**config.mk**
```make
export PLATFORM = sky130hd
export DESIGN_NAME = rtc_irq_ctrl
export DESIGN_NICKNAME = d
export VERILOG_FILES = /design/src/rtc_pkg.sv /design/src/rtc_time_count.sv /design/src/rtc_irq_ctrl.sv
export VERILOG_INCLUDE_DIRS = /design/src
export SDC_FILE = /design/constraint.sdc
export NUM_CORES = 1
export LEC_CHECK = 0
export BUFFER_PORTS_ARGS = -buffer_cell sky130_fd_sc_hd__buf_2
export CORE_ASPECT_RATIO = 1.25
export CORE_MARGIN = 5
export CORE_UTILIZATION = 56
export CTS_CLUSTER_SIZE = 12
export DETAILED_ROUTE_END_ITERATION = 10
export PLACE_DENSITY = 0.83
export SYNTH_ARGS = -nofsm -noshare
export SYNTH_HDL_FRONTEND = slang
export SYNTH_SLANG_ARGS = --single-unit
```
**constraint.sdc**
```tcl
create_clock -name ref_clk_i -period 4.1 [get_ports ref_clk_i]
set_input_delay 0.615 -clock ref_clk_i [delete_from_list [all_inputs] [get_ports ref_clk_i]]
set_output_delay 0.615 -clock ref_clk_i [all_outputs]
set_load 0.005 [all_outputs]
```
**src/rtc_regs.svh**
```systemverilog
`ifndef RTC_REGS_SVH
`define RTC_REGS_SVH

// Register offsets on the internal 4-bit address
`define RTC_ADDR_SEC        4'h0
`define RTC_ADDR_MIN        4'h1
`define RTC_ADDR_HOUR       4'h2
`define RTC_ADDR_TRIM       4'h7
`define RTC_ADDR_CTRL1      4'hE
`define RTC_ADDR_CTRL2      4'hF

// control_one field positions
`define RTC_C1_FIRST_EN     7
`define RTC_C1_SECOND_EN    6
`define RTC_C1_ROUTE_HI     5
`define RTC_C1_ROUTE_LO     4
`define RTC_C1_CHIP_CHK     3
`define RTC_C1_CYCLE_MSB    2

// control_two field positions
`define RTC_C2_H24          5
`define RTC_C2_ROUND        4
`define RTC_C2_HALT         4
`define RTC_C2_CLOCK_OUT_DISABLE         3
`define RTC_C2_PFLAG        2
`define RTC_C2_AFLAG1       1
`define RTC_C2_AFLAG2       0

// Trim register field positions
`define RTC_TRIM_XSL        7
`define RTC_TRIM_SIGN       6

// Reset values
`define RTC_C1_RST          8'h00
`define RTC_TRIM_RST        8'h00
`define RTC_TIME_RST        8'h00

// Crystal rates and ticks per second
`define RTC_XTAL_HZ_STD     32768
`define RTC_XTAL_HZ_ALT     32000
`define RTC_SEC_TICKS_STD   16'h8000
`define RTC_SEC_TICKS_ALT   16'h7D00
// Pulse-mode phase marks in crystal ticks
`define RTC_HALF_STD        16'h4000
`define RTC_HALF_ALT        16'h3E00
`define RTC_QTR_STD         16'h2000
`define RTC_QTR_ALT         16'h1F00
`define RTC_QTR3_STD        16'h6000
`define RTC_QTR3_ALT        16'h5D80
// Lag of the falling edge behind the seconds increment
`define RTC_LAG_US_STD      92
`define RTC_LAG_US_ALT      94
`define RTC_LAG_TICKS_STD   ((`RTC_LAG_US_STD * `RTC_XTAL_HZ_STD) / 1000000)
`define RTC_LAG_TICKS_ALT   ((`RTC_LAG_US_ALT * `RTC_XTAL_HZ_ALT) / 1000000)
// Trim is applied once in this many seconds
`define RTC_TRIM_SECONDS    5'd20
// Reference cycles without a crystal edge before a halt is declared
`define RTC_HALT_TIMEOUT    16000

`endif

```
**src/rtc_pkg.sv**
```systemverilog
package rtc_pkg;

   // Periodic interrupt cycle select, in field order
   typedef enum logic [2:0] {
      CYC_OFF,
      CYC_LOW,
      CYC_2HZ,
      CYC_1HZ,
      CYC_LVL_SEC,
      CYC_LVL_MIN,
      CYC_LVL_HOUR,
      CYC_LVL_MONTH
   } rtc_cycle_t;

   // Output routing select, in field order
   typedef enum logic [1:0] {
      ROUTE_ALL_A,
      ROUTE_B2_ON_B,
      ROUTE_INT_ON_B,
      ROUTE_A1_ONLY
   } rtc_route_t;

endpackage

```
**src/rtc_time_count.sv**
```systemverilog
`timescale 1ns/1ps
`include "rtc_regs.svh"

module rtc_time_count
   import rtc_pkg::*;
(
   // Clock and reset
   input  wire logic       ref_clk_i,
   input  wire logic       rst_i,
   // Count controls
   input  wire logic       sec_tick_i,
   input  wire logic       round_i,
   input  wire logic       h24_i,
   // Register writes
   input  wire logic       wr_i,
   input  wire logic [3:0] addr_i,
   input  wire logic [7:0] wdata_i,
   // Counter values
   output logic      [7:0] sec_o,
   output logic      [7:0] min_o,
   output logic      [7:0] hour_o
);

   logic [7:0] sec_r;
   logic [7:0] min_r;
   logic [7:0] hour_r;
   logic [7:0] sec_nxt;
   logic [7:0] min_nxt;
   logic [7:0] hour_nxt;

   // BCD digit-pair increment, used for every counter
   function automatic logic [7:0] bcd_inc(input logic [7:0] v);
      if (v[3:0] == 4'h9) begin
         bcd_inc = {v[7:4] + 4'h1, 4'h0};
      end else begin
         bcd_inc = {v[7:4], v[3:0] + 4'h1};
      end
   endfunction

   // Next hour in either display system
   function automatic logic [7:0] hour_inc(input logic [7:0] h, input logic fmt24);
      if (fmt24) begin
         hour_inc = (h == 8'h23) ? 8'h00 : bcd_inc(h);
      end else begin
         case (h)
            8'h11:   hour_inc = 8'h32;
            8'h31:   hour_inc = 8'h12;
            8'h12:   hour_inc = 8'h01;
            8'h32:   hour_inc = 8'h21;
            default: hour_inc = bcd_inc(h);
         endcase
      end
   endfunction

   // Minute step with carry into the hour
   function automatic logic [15:0] min_step(input logic [7:0] m, input logic [7:0] h, input logic fmt24);
      if (m == 8'h59) begin
         min_step = {8'h00, hour_inc(h, fmt24)};
      end else begin
         min_step = {bcd_inc(m), h};
      end
   endfunction

   // Writes first, then the round command, then the regular count
   always_comb begin
      sec_nxt  = sec_r;
      min_nxt  = min_r;
      hour_nxt = hour_r;
      if (wr_i) begin
         if (addr_i == `RTC_ADDR_SEC) begin
            sec_nxt = {1'b0, wdata_i[6:0]};
         end
         if (addr_i == `RTC_ADDR_MIN) begin
            min_nxt = {1'b0, wdata_i[6:0]};
         end
         if (addr_i == `RTC_ADDR_HOUR) begin
            hour_nxt = {2'b00, wdata_i[5:0]};
         end
      end
      if (round_i) begin
         sec_nxt = 8'h00;
         if (sec_r >= 8'h30) begin
            {min_nxt, hour_nxt} = min_step(min_r, hour_r, h24_i);
         end
      end else if (sec_tick_i && !(wr_i && addr_i <= `RTC_ADDR_HOUR)) begin
         if (sec_r == 8'h59) begin
            sec_nxt = 8'h00;
            {min_nxt, hour_nxt} = min_step(min_r, hour_r, h24_i);
         end else begin
            sec_nxt = bcd_inc(sec_r);
         end
      end
   end

   // Counter registers
   always_ff @(posedge ref_clk_i) begin
      if (rst_i) begin
         sec_r  <= `RTC_TIME_RST;
         min_r  <= `RTC_TIME_RST;
         hour_r <= `RTC_TIME_RST;
      end else begin
         sec_r  <= sec_nxt;
         min_r  <= min_nxt;
         hour_r <= hour_nxt;
      end
   end

   assign sec_o  = sec_r;
   assign min_o  = min_r;
   assign hour_o = hour_r;

endmodule // rtc_time_count

```
**src/rtc_irq_ctrl.sv**
```systemverilog
`timescale 1ns/1ps
`include "rtc_regs.svh"

// Function
// - Route 00: alarms and periodic on A, clock on B; 01: second alarm moves to B.
// - Route 10: alarms on A, clock and periodic on B; 11: only first alarm on A.
// - Cycle 000 keeps periodic output released; 001 holds it low.
// - Cycle 010 gives 2 Hz square wave, 011 gives 1 Hz, both 50 percent.
// - Cycles 1xx are level mode: every second, minute, hour, month start.
// - Periodic falling edge follows the seconds increment by about 92 us, or 94 us for 32.000 kHz.
// - With 32.000 kHz crystal, pulses alternate 0.496 s and 0.504 s.
// - Trimming adjusts the periodic cycle once every 20 seconds, bounded shift.
// - Hour format bit selects 12-hour at zero, 24-hour at one.
// - 12-hour codes: AM 12,01-11; PM 32,21-31 with bit 5 as PM.
// - Round command at seconds 00-29 clears prescaler and seconds, minutes kept.
// - Round command at seconds 30-59 clears prescaler and seconds, minute plus one.
// - Round adjustment completes within 122 us, or 125 us for 32.000 kHz.
// - Round command bit is write-only; its position reads the halt flag.
// - Halt flag sets when oscillation stops and stays set after restart.
// - While halted, crystal select, trim, cycle, enables, route, clock disable, chip-check clear.
// - While halted, output A drives nothing and output B carries the crystal clock.
// - Any write to control_two while oscillating clears the halt flag.
// - control_two bits 7 and 6 read zero; after halt flags and disable read zero.
// - In level mode software may only clear the periodic flag, releasing output.
// - Alarm flags only clear by software writing zero; disabled alarm reads zero.
// - Alarm enable one lets its match raise the event; zero suppresses it.
module rtc_irq_ctrl
   import rtc_pkg::*;
#(
   parameter int HALT_TIMEOUT = `RTC_HALT_TIMEOUT
)(
   // Clock and reset
   input  wire logic       ref_clk_i,
   input  wire logic       rst_i,
   // Register port
   input  wire logic       reg_wr_i,
   input  wire logic       reg_rd_i,
   input  wire logic [3:0] reg_addr_i,
   input  wire logic [7:0] reg_wdata_i,
   output logic      [7:0] reg_rdata_o,
   // Crystal and event inputs
   input  wire logic       xtal_clk_i,
   input  wire logic       alarm_first_match_i,
   input  wire logic       alarm_second_match_i,
   input  wire logic       month_first_day_i,
   // Open-drain interrupt pins
   output logic            irq_out_first_o,
   output logic            irq_out_first_oe_n_o,
   output logic            irq_out_second_o,
   output logic            irq_out_second_oe_n_o
);

   localparam int WD_W = $clog2(HALT_TIMEOUT + 1);

   // Prescaler and trim state
   logic [15:0]     presc_r, presc_nxt;
   logic [15:0]     limit_r, limit_nxt;
   logic [4:0]      trim_cnt_r, trim_cnt_nxt;
   logic            xtal_q_r;
   // Halt sensing state
   logic [WD_W-1:0] wd_r, wd_nxt;
   logic            osc_stop_r, osc_stop_nxt;
   logic            halt_r, halt_nxt;
   // Control and flag registers
   logic [7:0]      ctrl1_r, ctrl1_nxt;
   logic [7:0]      trim_r, trim_nxt;
   logic            h24_r, h24_nxt;
   logic            clock_out_disable_r, clock_out_disable_nxt;
   logic            pflag_r, pflag_nxt;
   logic            aflag1_r, aflag1_nxt;
   logic            aflag2_r, aflag2_nxt;
   // Read data and pin registers
   logic [7:0]      rdata_r, rdata_nxt;
   logic            low_a_r, low_a_nxt;
   logic            low_b_r, low_b_nxt;

   logic            xtick, sec_tick, round_cmd, wr_c2, lag_hit, lvl_evt, int_active, std_xtal;
   logic [15:0]     half_m, qtr_m, qtr3_m, lag_m, sec_full;
   logic [7:0]      sec_v, min_v, hour_v, c2_read;
   logic [5:0]      trim_mag;
   rtc_cycle_t      cycle;
   rtc_route_t      route;

   // Crystal edge, a one-cycle enable at the crystal rate
   assign xtick     = xtal_clk_i & ~xtal_q_r;
   assign wr_c2     = reg_wr_i && (reg_addr_i == `RTC_ADDR_CTRL2);
   assign round_cmd = wr_c2 && reg_wdata_i[`RTC_C2_ROUND];
   assign cycle     = rtc_cycle_t'(ctrl1_r[`RTC_C1_CYCLE_MSB:0]);
   assign route     = rtc_route_t'({ctrl1_r[`RTC_C1_ROUTE_HI], ctrl1_r[`RTC_C1_ROUTE_LO]});

   // Phase marks follow the crystal select
   assign std_xtal = ~trim_r[`RTC_TRIM_XSL];
   assign sec_full = std_xtal ? `RTC_SEC_TICKS_STD : `RTC_SEC_TICKS_ALT;
   assign half_m   = std_xtal ? `RTC_HALF_STD : `RTC_HALF_ALT;
   assign qtr_m    = std_xtal ? `RTC_QTR_STD : `RTC_QTR_ALT;
   assign qtr3_m   = std_xtal ? `RTC_QTR3_STD : `RTC_QTR3_ALT;
   assign lag_m    = std_xtal ? 16'(`RTC_LAG_TICKS_STD) : 16'(`RTC_LAG_TICKS_ALT);
   assign sec_tick = xtick && (presc_r == limit_r - 16'h0001);
   assign trim_mag = trim_r[5:0];

   // Seconds, minutes and hours live in their own counter
   rtc_time_count u_time (
      .ref_clk_i  (ref_clk_i),
      .rst_i      (rst_i),
      .sec_tick_i (sec_tick),
      .round_i    (round_cmd),
      .h24_i      (h24_r),
      .wr_i       (reg_wr_i),
      .addr_i     (reg_addr_i),
      .wdata_i    (reg_wdata_i),
      .sec_o      (sec_v),
      .min_o      (min_v),
      .hour_o     (hour_v)
   );

   // Second period with trim; only every twentieth second is stretched or cut
   always_comb begin
      presc_nxt    = presc_r;
      limit_nxt    = limit_r;
      trim_cnt_nxt = trim_cnt_r;
      if (round_cmd) begin
         presc_nxt = 16'h0000;
         limit_nxt = sec_full;
      end else if (sec_tick) begin
         presc_nxt    = 16'h0000;
         limit_nxt    = sec_full;
         trim_cnt_nxt = (trim_cnt_r == `RTC_TRIM_SECONDS - 5'd1) ? 5'd0 : trim_cnt_r + 5'd1;
         if (trim_cnt_r == `RTC_TRIM_SECONDS - 5'd1 && trim_mag > 6'h01) begin
            if (trim_r[`RTC_TRIM_SIGN]) begin
               limit_nxt = sec_full + {9'h000, 6'h3F - trim_mag, 1'b0};
            end else begin
               limit_nxt = sec_full - {9'h000, trim_mag - 6'h01, 1'b0};
            end
         end
      end else if (xtick) begin
         presc_nxt = presc_r + 16'h0001;
      end
   end

   // Periodic wave: low phase starts a few ticks after the second increments
   always_comb begin
      lag_hit = xtick && (presc_r == lag_m - 16'h0001);
      case (cycle)
         CYC_LVL_SEC:   lvl_evt = lag_hit;
         CYC_LVL_MIN:   lvl_evt = lag_hit && sec_v == 8'h00;
         CYC_LVL_HOUR:  lvl_evt = lag_hit && sec_v == 8'h00 && min_v == 8'h00;
         CYC_LVL_MONTH: lvl_evt = lag_hit && sec_v == 8'h00 && min_v == 8'h00 && month_first_day_i
                                  && hour_v == (h24_r ? 8'h00 : 8'h12);
         default:       lvl_evt = 1'b0;
      endcase
      case (cycle)
         CYC_OFF:  int_active = 1'b0;
         CYC_LOW:  int_active = 1'b1;
         CYC_2HZ:  int_active = (presc_r >= lag_m && presc_r < qtr_m + lag_m)
                                || (presc_r >= half_m + lag_m && presc_r < qtr3_m + lag_m);
         CYC_1HZ:  int_active = presc_r >= lag_m && presc_r < half_m + lag_m;
         default:  int_active = pflag_r;
      endcase
   end

   // Halt sensing: a watchdog on the crystal edges
   always_comb begin
      osc_stop_nxt = osc_stop_r;
      wd_nxt       = wd_r;
      if (xtick) begin
         wd_nxt       = '0;
         osc_stop_nxt = 1'b0;
      end else if (wd_r == WD_W'(HALT_TIMEOUT)) begin
         osc_stop_nxt = 1'b1;
      end else begin
         wd_nxt = wd_r + WD_W'(1);
      end
      halt_nxt = halt_r;
      if (wr_c2 && !osc_stop_r) begin
         halt_nxt = 1'b0;
      end
      if (osc_stop_r) begin
         halt_nxt = 1'b1;
      end
   end

   // Control registers and flags; hardware set wins over a software clear
   always_comb begin
      ctrl1_nxt  = ctrl1_r;
      trim_nxt   = trim_r;
      h24_nxt    = h24_r;
      clock_out_disable_nxt   = clock_out_disable_r;
      pflag_nxt  = pflag_r;
      aflag1_nxt = aflag1_r;
      aflag2_nxt = aflag2_r;
      if (reg_wr_i && reg_addr_i == `RTC_ADDR_CTRL1) begin
         ctrl1_nxt = reg_wdata_i;
      end
      if (reg_wr_i && reg_addr_i == `RTC_ADDR_TRIM) begin
         trim_nxt = reg_wdata_i;
      end
      if (wr_c2) begin
         h24_nxt  = reg_wdata_i[`RTC_C2_H24];
         clock_out_disable_nxt = reg_wdata_i[`RTC_C2_CLOCK_OUT_DISABLE];
         if (!reg_wdata_i[`RTC_C2_PFLAG]) begin
            pflag_nxt = 1'b0;
         end
         if (!reg_wdata_i[`RTC_C2_AFLAG1]) begin
            aflag1_nxt = 1'b0;
         end
         if (!reg_wdata_i[`RTC_C2_AFLAG2]) begin
            aflag2_nxt = 1'b0;
         end
      end
      if (lvl_evt) begin
         pflag_nxt = 1'b1;
      end
      if (cycle < CYC_LVL_SEC) begin
         pflag_nxt = 1'b0;
      end
      if (alarm_first_match_i) begin
         aflag1_nxt = 1'b1;
      end
      if (alarm_second_match_i) begin
         aflag2_nxt = 1'b1;
      end
      // Disabled alarms hold their flags at zero
      if (!ctrl1_r[`RTC_C1_FIRST_EN]) begin
         aflag1_nxt = 1'b0;
      end
      if (!ctrl1_r[`RTC_C1_SECOND_EN]) begin
         aflag2_nxt = 1'b0;
      end
      if (halt_r) begin
         ctrl1_nxt = `RTC_C1_RST;
         trim_nxt  = `RTC_TRIM_RST;
         clock_out_disable_nxt  = 1'b0;
      end
   end

   // Pin sources: routing, sharing, and the forced halt behaviour
   always_comb begin
      low_a_nxt = aflag1_r;
      low_b_nxt = ~clock_out_disable_r & ~xtal_clk_i;
      case (route)
         ROUTE_ALL_A: begin
            low_a_nxt = aflag1_r | aflag2_r | int_active;
         end
         ROUTE_B2_ON_B: begin
            low_a_nxt = aflag1_r | int_active;
            low_b_nxt = low_b_nxt | aflag2_r;
         end
         ROUTE_INT_ON_B: begin
            low_a_nxt = aflag1_r | aflag2_r;
            low_b_nxt = low_b_nxt | int_active;
         end
         ROUTE_A1_ONLY: begin
            low_b_nxt = low_b_nxt | aflag2_r | int_active;
         end
         default: begin
            low_a_nxt = 1'b0;
         end
      endcase
      if (halt_r) begin
         low_a_nxt = 1'b0;
         low_b_nxt = ~xtal_clk_i;
      end
   end

   // Read data; the round command position shows the halt flag
   always_comb begin
      c2_read = 8'h00;
      c2_read[`RTC_C2_H24]    = h24_r;
      c2_read[`RTC_C2_HALT]   = halt_r;
      c2_read[`RTC_C2_CLOCK_OUT_DISABLE]   = clock_out_disable_r;
      c2_read[`RTC_C2_PFLAG]  = (cycle >= CYC_LVL_SEC) ? pflag_r : int_active;
      c2_read[`RTC_C2_AFLAG1] = aflag1_r;
      c2_read[`RTC_C2_AFLAG2] = aflag2_r;
      rdata_nxt = rdata_r;
      if (reg_rd_i) begin
         case (reg_addr_i)
            `RTC_ADDR_SEC:   rdata_nxt = sec_v;
            `RTC_ADDR_MIN:   rdata_nxt = min_v;
            `RTC_ADDR_HOUR:  rdata_nxt = hour_v;
            `RTC_ADDR_TRIM:  rdata_nxt = trim_r;
            `RTC_ADDR_CTRL1: rdata_nxt = ctrl1_r;
            `RTC_ADDR_CTRL2: rdata_nxt = c2_read;
            default:         rdata_nxt = 8'h00;
         endcase
      end
   end

   // State registers; reset comes up as after a power-on from zero volts
   always_ff @(posedge ref_clk_i) begin
      if (rst_i) begin
         presc_r    <= 16'h0000;
         limit_r    <= `RTC_SEC_TICKS_STD;
         trim_cnt_r <= 5'd0;
         xtal_q_r   <= 1'b0;
         wd_r       <= '0;
         osc_stop_r <= 1'b0;
         halt_r     <= 1'b1;
         ctrl1_r    <= `RTC_C1_RST;
         trim_r     <= `RTC_TRIM_RST;
         h24_r      <= 1'b0;
         clock_out_disable_r     <= 1'b0;
         pflag_r    <= 1'b0;
         aflag1_r   <= 1'b0;
         aflag2_r   <= 1'b0;
         rdata_r    <= 8'h00;
         low_a_r    <= 1'b0;
         low_b_r    <= 1'b0;
      end else begin
         presc_r    <= presc_nxt;
         limit_r    <= limit_nxt;
         trim_cnt_r <= trim_cnt_nxt;
         xtal_q_r   <= xtal_clk_i;
         wd_r       <= wd_nxt;
         osc_stop_r <= osc_stop_nxt;
         halt_r     <= halt_nxt;
         ctrl1_r    <= ctrl1_nxt;
         trim_r     <= trim_nxt;
         h24_r      <= h24_nxt;
         clock_out_disable_r     <= clock_out_disable_nxt;
         pflag_r    <= pflag_nxt;
         aflag1_r   <= aflag1_nxt;
         aflag2_r   <= aflag2_nxt;
         rdata_r    <= rdata_nxt;
         low_a_r    <= low_a_nxt;
         low_b_r    <= low_b_nxt;
      end
   end

   // Open-drain pins: data is always low, the enable does the work
   assign reg_rdata_o           = rdata_r;
   assign irq_out_first_o       = 1'b0;
   assign irq_out_first_oe_n_o  = ~low_a_r;
   assign irq_out_second_o      = 1'b0;
   assign irq_out_second_oe_n_o = ~low_b_r;

endmodule // rtc_irq_ctrl

```
==> impl_metrics.csv <==
group,metric,value,unit
run_status,status,"completed",
cts,hold_buffers,0,
drt,first_pass_iters,7,
critical_path,worst-path-buf-inv,1,
sta,rsz0062_at_grt,"false",
drt,dr_wl_met2,8.94,mm
sta,final_hold_viol_count,0,
synth,async_flop_share,0,
cts,cts-resized-gates,0,
drt,avgRoutedWirePerCell,17.5,µm
cts,root_buffer,"clkbuf_16",
cts,cts_buffer_depth,2,
critical_path,crit_family,"compound AO/OA/AOI/OAI gates",
floorplan,fp-row-count,46,
cts,cts_tree,"built",
placed_design,dp_slack,671,ps
floorplan,coreArea,12800,µm²
floorplan,dieHeight,138,µm
floorplan,io_pins,32,
critical_path,worst_path_max_delay_cell,"dfxtp_1",
critical_path,worst-setup-path-type,"register to register",
drt,initialDrtViolationCount,641,
sta,fin_ws,617,ps
placed_design,hpwlAfterDp,14.0,mm
cells_and_area,final_cell_mix,"dfxtp_1 (108), nor2_1 (101), nand2_1 (67), a21oi_1 (54), nand3_1 (45)",
cells_and_area,layout_commonest_cell,"dfxtp_1",
cells_and_area,fillCellCount,1148,
hold_path,min_path_type,"register to register",
power,ir_drop,308,µV
synth,synth_edf_count,0,
cells_and_area,final_layout_size_suffix_gt1_frac,0.0921,
drt,wl_met3,1.05,mm
drt,wl_met1,8.07,mm
cts,post-cts-setup-buffer-count,0,
cts,clock_sinks,108,
synth,syn_avg_cell_area,7.91,µm²
critical_path,critPathCaptureType,"register",
power,power_density,271,nW/µm²
cts,numCtsBuffers,9,
synth,synth_cell_type_count,80,
placed_design,place.gp.congestion,0.957,
drt,top_layer,"met4",
synth,synth_ff_type,"dfxtp_1",
cells_and_area,area_growth,6.15,%
critical_path,cp_slowest_stage_delay,570,ps
drt,routed_wl,19.1,mm
cells_and_area,antenna_cells,0,
drt,vias,6883,
flow_run,timing.max_cap.violations,0,
power,leakagePower,2.99,nW
cts,htreeDepth,3,
cts,clock_latency,370,ps
cts,clk_transition_reported_paths,80,ps
sta,final.min_clock_period,3480,ps
global_routing,grt_pass1_wl,31.8,mm
floorplan,die-area,15600,µm²
sta,max_freq,287,MHz
synth,netlist_instances,931,
sta,post-route-period-util,0.850,
synth,synthesis.area,7360,µm²
drt,remaining_drc_errors,0,
drt,ant_nets,0,
synth,ys_seq_area_frac,0.294,
global_routing,grt_use_total,0.244,
critical_path,critical_path.cell_chain,"inv_1 -> ha_1 -> xnor2_1 -> and2_1 -> nor4b_1 -> a21oi_1 -> ha_1 -> ha_1 -> a21o_1 -> a21oi_1 -> o21bai_1 -> a21oi_1 -> xor2_1 -> a311oi_1",
synth,synth_warnings,0,
sta,tightest_slew,911,ps
sta,fin_skew,11.7,ps
cells_and_area,fin_nets,975,
critical_path,crit_arrival,3760,ps
synth,netlist_top_cells_area,"dfxtp_1 (29%), ha_1 (6.3%), nor2_1 (5.2%), a21oi_1 (3.7%), xnor2_1 (3.5%)",
critical_path,path_max_fanout,11,
synth,synth.top_cell.area_share,0.294,
floorplan,die_x,113,µm
sta,maxSlewHeadroom,0.390,
sta,finalSetupViolCount,0,
global_routing,grt_max_degree,26,
placed_design,portBuffers,29,
global_routing,first_global_vias,6464,
floorplan,initial_core_util,0.576,
global_routing,grt_overflow,0,
critical_path,cp.required,4380,ps
global_routing,antenna_found_initial,0,
synth,ys_ff_latch,108,
synth,synth_largest_area_cell,"dfxtp_1",
sta,tns,0,ps
sta,slew_viol_final,0,
critical_path,cp-start-kind,"register",
drt,via_per_inst,6.31,
where the power goes:
group / internal [mW] / leakage (nW) / switching (mW)
clock network: 0.447 / 0.146 / 0.451
logic: 0.0481 / 1.97 / 0.0939
registers: 1.06 / 0.873 / 0.0165
cell families after synthesis:
family,count (synthesis),synth area share
AND/OR/NAND/NOR,370,0.262
AO/OA/AOI/OAI,233,0.220
flip-flops,108,0.294
buffers and inverters,98,0.0549
XOR/XNOR,57,0.0678
adder cells (fa/ha/maj),37,0.0629
multiplexers,27,0.0381
other,1,0.000509
flip-flops by register name (all words and copies together) (netlist names), 5 cells and up:
| name | count |
|---|---|
| trim_cnt_r | 5 |
| u_time.sec_o | 8 |
| u_time.min_o | 8 |
| limit_r | 15 |
| presc_r | 16 |
| ctrl1_r | 8 |
| trim_r | 8 |
| u_time.hour_o | 8 |
| reg_rdata_o | 8 |
| wd_r | 14 |
layer usage:
metal  global-route usage  up-vias
met3               0.0436       75
met2                0.392      226
li1                     -     3364
met5                    0        -
met4                0.153        0
met1                0.301     3218
synthesized netlist by cell type (13+ instances only):
cell type,instances
inv_1,36
dfxtp_1,108
nor3_1,32
o211ai_1,13
nand3_1,45
a22oi_1,17
xor2_1,28
and3_1,19
xnor2_1,29
nor2_1,101
nand2_1,67
a21oi_1,54
o21ai_0,40
clkbuf_1,46
ha_1,37
mux2i_1,19
or3_1,13
per-stage QoR:
| step | power (mW) | instances | cell area (µm²) | hold WS (ps) | util |
|---|---|---|---|---|---|
| after detailed placement | 1.24 | 1075 | 7510 | 443 | 0.588 |
| after floorplan | 1.19 | 932 | 7360 | 414 | - |
| after global routing | 2.18 | 1091 | 7810 | 484 | 0.612 |
| after global placement | 1.24 | 1075 | 7510 | 429 | 0.588 |
| after CTS | 2.12 | 1091 | 7810 | 462 | 0.612 |
| final | 2.12 | 1091 | 7810 | 458 | 0.612 |
worst paths after layout:
check | startpoint | end | slack [ps] | cells past startpoint
min reg2reg | osc_stop_r | halt_r | 460 | 1
max reg2reg | trim_r[0] | limit_r[14] | 620 | 14
min | osc_stop_r | halt_r | 460 | 1
max | trim_r[0] | limit_r[14] | 620 | 14
final cells by class:
class                      instances  area, µm²  area share
clock buffer                      10        239      0.0306
clock inverter                     6       63.8     0.00817
inverter                          36        135      0.0173
multi-input combinational        726       4800       0.614
sequential                       108       2160       0.277
tap                              168        210      0.0269
timing repair buffer              37        205      0.0263
Power figures use the tool's default switching activity.
